$ cat src/core/mbp_regs.svh
// constants, register offsets and reset values of the bus port
`ifndef MBP_REGS_SVH
`define MBP_REGS_SVH
`define MBP_ADDR_W 8
`define MBP_DATA_W 8
`define MBP_IRQ_MASK_ADDR 8'heb
`define MBP_IRQ_CLEAR_ADDR 8'hec
`define MBP_IRQ_PEND_ADDR 8'h1f
`define MBP_IRQ_MASK_RST 8'hff
`define MBP_IRQ_CLEAR_RST 8'hff
`define MBP_SYNC_STAGES 2
`endif

$ cat src/core/mbp_pkg.sv
// types shared by the bus port files
package mbp_pkg;
	typedef enum logic [1:0] {
		MBP_IDLE = 2'b00,
		MBP_READ = 2'b01,
		MBP_WRITE = 2'b10
	} mbp_state_t;
endpackage

$ cat src/core/mbp_port.sv
// multiplexed 8-bit host bus port with interrupt mask and clear logic
`include "mbp_regs.svh"
module mbp_port #(
	parameter int NSRC = 8
) (
	// clock and reset
	input wire logic clk,
	input wire logic reset,
	// host bus controls
	input wire logic ale,
	input wire logic cs_n,
	input wire logic rd_n,
	input wire logic wr_n,
	input wire logic bus_style_select,
	// shared address data lines
	input wire logic [7:0] ad_in,
	output logic [7:0] ad_out,
	output logic ad_oe,
	// interrupt sources and request
	input wire logic [NSRC-1:0] irq_events,
	output logic irq_request_n,
	output logic irq_request_oe
);
	logic ale_s1, ale_s2, ale_s3;
	logic cs_s1, cs_s2, rd_s1, rd_s2, wr_s1, wr_s2;
	logic [7:0] ad_s1, ad_s2;
	logic cs_q, rd_q, wr_q;
	logic [7:0] addr_r;
	logic [7:0] wdata_r;
	logic rd_act, wr_act, rise_any, wr_commit;
	logic [1:0] kind_w;
	logic [7:0] irq_mask_bits, irq_pend_r;
	logic [7:0] mem_rdata;
	logic mem_we;
	mbp_pkg::mbp_state_t state_r;

	// decodes whether the strobes form an enabled read or write
	function automatic logic [1:0] cycle_kind(input logic sel,
		input logic cs, input logic rd, input logic wr);
		logic [1:0] k;
		k = 2'b00;
		if (!cs) begin
			if (!sel) begin
				k = {!wr, !rd};
			end else if (!rd) begin
				k = wr ? 2'b01 : 2'b10;
			end
		end
		return k;
	endfunction

	// two-stage synchronisers; first stage feeds only the second
	always_ff @(posedge clk or posedge reset) begin
		if (reset) begin
			ale_s1 <= 1'b0;
			ale_s2 <= 1'b0;
			cs_s1 <= 1'b1;
			cs_s2 <= 1'b1;
			rd_s1 <= 1'b1;
			rd_s2 <= 1'b1;
			wr_s1 <= 1'b1;
			wr_s2 <= 1'b1;
			ad_s1 <= 8'h00;
			ad_s2 <= 8'h00;
		end else begin
			ale_s1 <= ale;
			ale_s2 <= ale_s1;
			cs_s1 <= cs_n;
			cs_s2 <= cs_s1;
			rd_s1 <= rd_n;
			rd_s2 <= rd_s1;
			wr_s1 <= wr_n;
			wr_s2 <= wr_s1;
			ad_s1 <= ad_in;
			ad_s2 <= ad_s1;
		end
	end

	// delayed copies for edge detection
	always_ff @(posedge clk or posedge reset) begin
		if (reset) begin
			ale_s3 <= 1'b0;
			cs_q <= 1'b1;
			rd_q <= 1'b1;
			wr_q <= 1'b1;
		end else begin
			ale_s3 <= ale_s2;
			cs_q <= cs_s2;
			rd_q <= rd_s2;
			wr_q <= wr_s2;
		end
	end

	// address latched on falling edge of ale, held for data phase
	always_ff @(posedge clk or posedge reset) begin
		if (reset) begin
			addr_r <= 8'h00;
		end else if (ale_s3 && !ale_s2) begin
			addr_r <= ad_s2;
		end
	end

	// access decode; style select chooses strobe meaning
	always_comb begin
		kind_w = cycle_kind(bus_style_select, cs_s2, rd_s2, wr_s2);
		rd_act = kind_w[0];
		wr_act = kind_w[1];
	end

	// write data sampled while the write is active; stored when it ends
	always_ff @(posedge clk or posedge reset) begin
		if (reset) begin
			wdata_r <= 8'h00;
		end else if (wr_act) begin
			wdata_r <= ad_s2;
		end
	end

	// first rising edge of any qualifying signal ends the write
	// a rising edge on any qualifying strobe in this cycle
	assign rise_any = (cs_s2 && !cs_q) || (wr_s2 && !wr_q) ||
		(rd_s2 && !rd_q && bus_style_select);
	assign wr_commit = (state_r == mbp_pkg::MBP_WRITE) && rise_any;
	assign mem_we = wr_commit;

	// access state tracking
	always_ff @(posedge clk or posedge reset) begin
		if (reset) begin
			state_r <= mbp_pkg::MBP_IDLE;
		end else begin
			case (state_r)
				mbp_pkg::MBP_IDLE: begin
					if (rd_act) begin
						state_r <= mbp_pkg::MBP_READ;
					end else if (wr_act) begin
						state_r <= mbp_pkg::MBP_WRITE;
					end
				end
				mbp_pkg::MBP_READ: begin
					if (!rd_act) begin
						state_r <= mbp_pkg::MBP_IDLE;
					end
				end
				mbp_pkg::MBP_WRITE: begin
					if (!wr_act) begin
						state_r <= mbp_pkg::MBP_IDLE;
					end
				end
				default: begin
					state_r <= mbp_pkg::MBP_IDLE;
				end
			endcase
		end
	end

	// backing store for all 256 locations
	mbp_mem #(
		.AW(`MBP_ADDR_W),
		.DW(`MBP_DATA_W)
	) u_mem (
		.clk(clk),
		.wr_en(mem_we),
		.wr_addr(addr_r),
		.wr_data(wdata_r),
		.rd_addr(addr_r),
		.rd_data(mem_rdata)
	);

	// interrupt mask register, preset at reset
	always_ff @(posedge clk or posedge reset) begin
		if (reset) begin
			irq_mask_bits <= `MBP_IRQ_MASK_RST;
		end else if (wr_commit && addr_r == `MBP_IRQ_MASK_ADDR) begin
			irq_mask_bits <= wdata_r;
		end
	end

	// pending flags: events win over a clear in the same cycle
	always_ff @(posedge clk or posedge reset) begin
		if (reset) begin
			irq_pend_r <= 8'h00;
		end else if (wr_commit && addr_r == `MBP_IRQ_CLEAR_ADDR) begin
			irq_pend_r <= (irq_pend_r & wdata_r) | irq_events;
		end else begin
			irq_pend_r <= irq_pend_r | irq_events;
		end
	end

	// read data: pending and mask registers mapped, rest (clear address included) from store
	always_ff @(posedge clk or posedge reset) begin
		if (reset) begin
			ad_out <= 8'h00;
		end else if (addr_r == `MBP_IRQ_PEND_ADDR) begin
			ad_out <= irq_pend_r;
		end else if (addr_r == `MBP_IRQ_MASK_ADDR) begin
			ad_out <= irq_mask_bits;
		end else begin
			ad_out <= mem_rdata;
		end
	end

	// bus driven only during an enabled read; no wait output exists
	always_ff @(posedge clk or posedge reset) begin
		if (reset) begin
			ad_oe <= 1'b0;
		end else begin
			ad_oe <= rd_act;
		end
	end

	// open-drain request: pull low while an unmasked flag is pending
	always_ff @(posedge clk or posedge reset) begin
		if (reset) begin
			irq_request_n <= 1'b0;
			irq_request_oe <= 1'b0;
		end else begin
			irq_request_n <= 1'b0;
			irq_request_oe <= |(irq_pend_r & ~irq_mask_bits);
		end
	end
endmodule

$ cat src/core/mbp_mem.sv
// 256 by 8 register store with registered read data
module mbp_mem #(
	parameter int AW = 8,
	parameter int DW = 8
) (
	// clock
	input wire logic clk,
	// write port
	input wire logic wr_en,
	input wire logic [AW-1:0] wr_addr,
	input wire logic [DW-1:0] wr_data,
	// read port
	input wire logic [AW-1:0] rd_addr,
	output logic [DW-1:0] rd_data
);
	logic [DW-1:0] mem [0:(1<<AW)-1];

	// write store
	always_ff @(posedge clk) begin
		if (wr_en) begin
			mem[wr_addr] <= wr_data;
		end
	end

	// registered read
	always_ff @(posedge clk) begin
		rd_data <= mem[rd_addr];
	end
endmodule

$ cat config.mk
export PLATFORM = sky130hd
export DESIGN_NAME = mbp_port
export DESIGN_NICKNAME = d
export VERILOG_FILES = /design/src/core/mbp_pkg.sv /design/src/core/mbp_port.sv /design/src/core/mbp_mem.sv
export VERILOG_INCLUDE_DIRS = /design/src /design/src/core
export SDC_FILE = /design/constraint.sdc
export NUM_CORES = 2
export LEC_CHECK = 0
export BUFFER_PORTS_ARGS = -buffer_cell sky130_fd_sc_hd__buf_2
export CORE_UTILIZATION = 55
export CTS_CLUSTER_SIZE = 28
export DETAILED_ROUTE_END_ITERATION = 10
export GPL_TIMING_DRIVEN = 0
export HOLD_SLACK_MARGIN = 0.08
export PLACE_DENSITY = 0.71
export SYNTH_ARGS = -nofsm -noshare
export SYNTH_HDL_FRONTEND = slang
export SYNTH_HIERARCHICAL = 1
export SYNTH_SLANG_ARGS = --single-unit
$ cat constraint.sdc
create_clock -name clk -period 8.2 [get_ports clk]
set_clock_uncertainty 0.1 [all_clocks]
set_input_delay 1.64 -clock clk [delete_from_list [all_inputs] [get_ports clk]]
set_output_delay 1.64 -clock clk [all_outputs]
set_load 0.01 [all_outputs]
==> impl_metrics.tcl <==
set metrics [dict create \
    synth_nets 3930 \
    synth.top_cell.area_share 0.748 \
    setup_ws_ns 1.75 \
    syn_inst 3907 \
    ys.warnings.count 6 \
    cts_inserted_buffers 202 \
    slew_headroom -0.127 \
    cts-root-buf "clkbuf_16" \
    vias_per_cell 7.00 \
    switching_share 0.263 \
    post-cts-setup-buffers 0 \
    grt_usage 0.316 \
    tritoncts "yes" \
    status "finished, violations left" \
    clock_path_buffers 3 \
    cts.sinks 2128 \
    mostFrequentLayoutCells "2,048 x edfxtp_1, 454 x mux4_2, 282 x nor2_1" \
    ant_nets 0 \
    grt_max_degree 105 \
    switchingPower_uw 6620 \
    rsz0062_at_grt "no" \
    max-cap-violations 13 \
    internal_power_uw 18500 \
    crit_path_start_kind "flip-flop" \
    end_kind "flip-flop" \
    synth_area_um2 82200 \
    hold_end "ad_s2[6]" \
    grt_pass1_vias 42300 \
    synth_area_leader_cell "edfxtp_1" \
    vias 43900 \
    io-pin-count 34 \
    required_ns 8.72 \
    core_um2 148000 \
    async_flop_share 0.0338 \
    final_common_cell "edfxtp_1" \
    dp.cells 5891 \
    htree_levels 4 \
    wl_met3_um 34500 \
    synth_area_leaders "edfxtp_1 75%, mux4_2 12%, mux2i_1 1.7%, dfrtp_1 1.7%, nor2_1 1.3%" \
    reg2reg_from "addr_r[4]" \
    critPathKind "reg2reg" \
    dr.pass1.iters 7 \
    die_y_um 389 \
    m1WireLength_um 81900 \
    arrival_ns 6.97 \
    hp-start "ad_s1[6]" \
    fin_crit_sh 0.786 \
    nets 4190 \
    finalCriticalPeriod_ns 6.45 \
    worst-r2r-cell-count 8 \
    die_w_um 389 \
    drc 0 \
    antenna_found_initial 12 \
    pwr-share-clk 0.356 \
    start_util 0.555 \
    setup_violations 0 \
    yosysUniqueCellTypes 67 \
    power_frac_seq 0.501 \
    p_leak_uw 0.0285 \
    hpwl_um 158000 \
    rows 141 \
    synth_ff_type "edfxtp_1" \
    clk_pin_slew_ns 0.06 \
    grt_pass1_wl_um 326000 \
    wl_per_cell_um 37.9 \
    synth_edf_count 2048 \
    path_max_fanout 12 \
    violations "capacitance limit, slew limit" \
    combinationalPowerShare 0.143 \
    port-buffer-count 32 \
    fin_setup_tns_ns 0 \
    wirelength_um 238000 \
    cts_hold_buf 0 \
    overflow 0 \
    area_growth_pct 11.7 \
    r2r_slack_ns 1.75 \
    wl_met2_um 106000 \
    whs_path_depth 0 \
    gp_congestion 1.02 \
    post-place-ws_ns 2.01 \
    powerDensity_nw_per_um2 274 \
    ys_ff_latch 2128 \
    r2r_end "u_mem/rd_data[5]" \
    seq_area_frac_synth 0.772 \
    drt_iter0_markers 7538 \
    finalHoldViolations 0 \
    cts_resized 0 \
    hold_class "reg2reg" \
    top_layer_used "met5" \
    ir_worst_vdd_uv 210 \
    drv_slew 87 \
    fin_cells 6275 \
    layout-drive-gt1-share 0.224 \
    clk_latency_ns 0.83 \
    worst_pin_slew_ns 1.68 \
    fmaxAchievable_ghz 0.155 \
    dieArea_um2 151000 \
    avgSynthCellArea_um2 21.0 \
]
==> kinds of logic (layout without fill, tap and decap cells) <==
kind of cell           Yosys count  after routing  synth area share
AND/OR/NAND/NOR                497            497            0.0280
AO/OA/AOI/OAI                  408            408            0.0352
flip-flops                    2128           2128             0.772
other                            1              9         0.0000456
multiplexers                   623            623             0.146
buffers and inverters          250            680            0.0185
==> power groups by stage <==
stage | Sequential [uW] | Clock, uW | Combinational [uW]
finish | 12600 | 8950 | 3590
global route | 12600 | 9430 | 3600
CTS | 12600 | 9030 | 3470
detailed placement | 12800 | 0 | 3450
global placement | 13500 | 0 | 2830
floorplan | 13100 | 0 | 1630
==> worst max-delay path by stage <==
stage                           from                end  slack [ns]
global route               addr_r[4]   u_mem/rd_data[5]        2.23
global placement          wdata_r[2]   u_mem/mem[36][2]        0.19
detailed placement  bus_style_select  u_mem/mem[138][3]        2.01
finish                     addr_r[4]   u_mem/rd_data[5]        1.75
floorplan                 wdata_r[0]    u_mem/mem[0][0]        4.09
CTS                        addr_r[4]   u_mem/rd_data[5]        2.21
==> per-stage QoR <==
step | cell area [um2] | total power [uW] | hold WS (ns) | util
after floorplan | 82200 | 14700 | 0.231 | -
after global placement | 84800 | 16400 | 0.234 | 0.573
after detailed placement | 85400 | 16300 | 0.238 | 0.577
after CTS | 91700 | 25100 | 0.254 | 0.620
after global routing | 91800 | 25600 | 0.257 | 0.620
final | 91800 | 25100 | 0.252 | 0.620
==> synth_stat cells, types with 4 or more instances <==
master	count
edfxtp_1	2048
mux4_2	454
nor2_1	282
mux2i_1	142
a22oi_1	133
clkbuf_1	112
a21oi_1	96
dfrtp_1	55
o221ai_1	46
nand2_1	43
nand3_1	34
buf_2	32
nor2b_1	32
o22ai_1	32
buf_4	29
mux2_2	25
nor4_1	24
buf_1	22
nor3_1	22
buf_6	21
o21ai_0	18
a211oi_1	17
dfstp_2	17
a221oi_1	13
buf_8	13
inv_1	12
nand3b_1	11
nand2b_1	10
nand4_1	10
o211ai_1	10
a21o_1	8
a22o_1	8
buf_12	8
dfxtp_1	8
and2_1	7
o22a_1	5
nor4_2	4
o32ai_1	4
or2_2	4
==> registers in the layout, indices dropped and copies added, names as in the netlist, 2 cells and up <==
signal	cells
ad_s2	8
ad_s1	8
wdata_r	8
u_mem/rd_data	8
ad_out	8
irq_mask_bits	8
irq_pend_r	8
u_mem/mem	2048
state_r	2
addr_r	8
==> worst max-delay path, stage by stage (launching register included) <==
cell	delay [ns]
dfrtp_1	0.95
buf_4	0.41
clkbuf_1	0.75
nor2_1	0.40
clkbuf_1	0.39
a221oi_1	1.35
o32ai_1	0.82
nor3_1	0.74
nor4_1	0.29
==> area by class of cell <==
type | instances | area, um2
Buffer | 237 | 1490
Multi-Input combinational cell | 1529 | 17200
Sequential cell | 2128 | 63500
Tap cell | 1930 | 2410
Clock buffer | 251 | 5320
Inverter | 13 | 51.3
Timing Repair Buffer | 56 | 793
Clock inverter | 123 | 997
Antenna cell | 8 | 20.0
Fill cell | 9928 | 56200
==> layer usage <==
metal  up-vias  GRT usage
met1     22700      0.422
met5         -          0
met4        18      0.176
met2      3535      0.463
li1      16900          -
met3       751      0.101
Note: power is estimated with default switching activity, not from simulation.
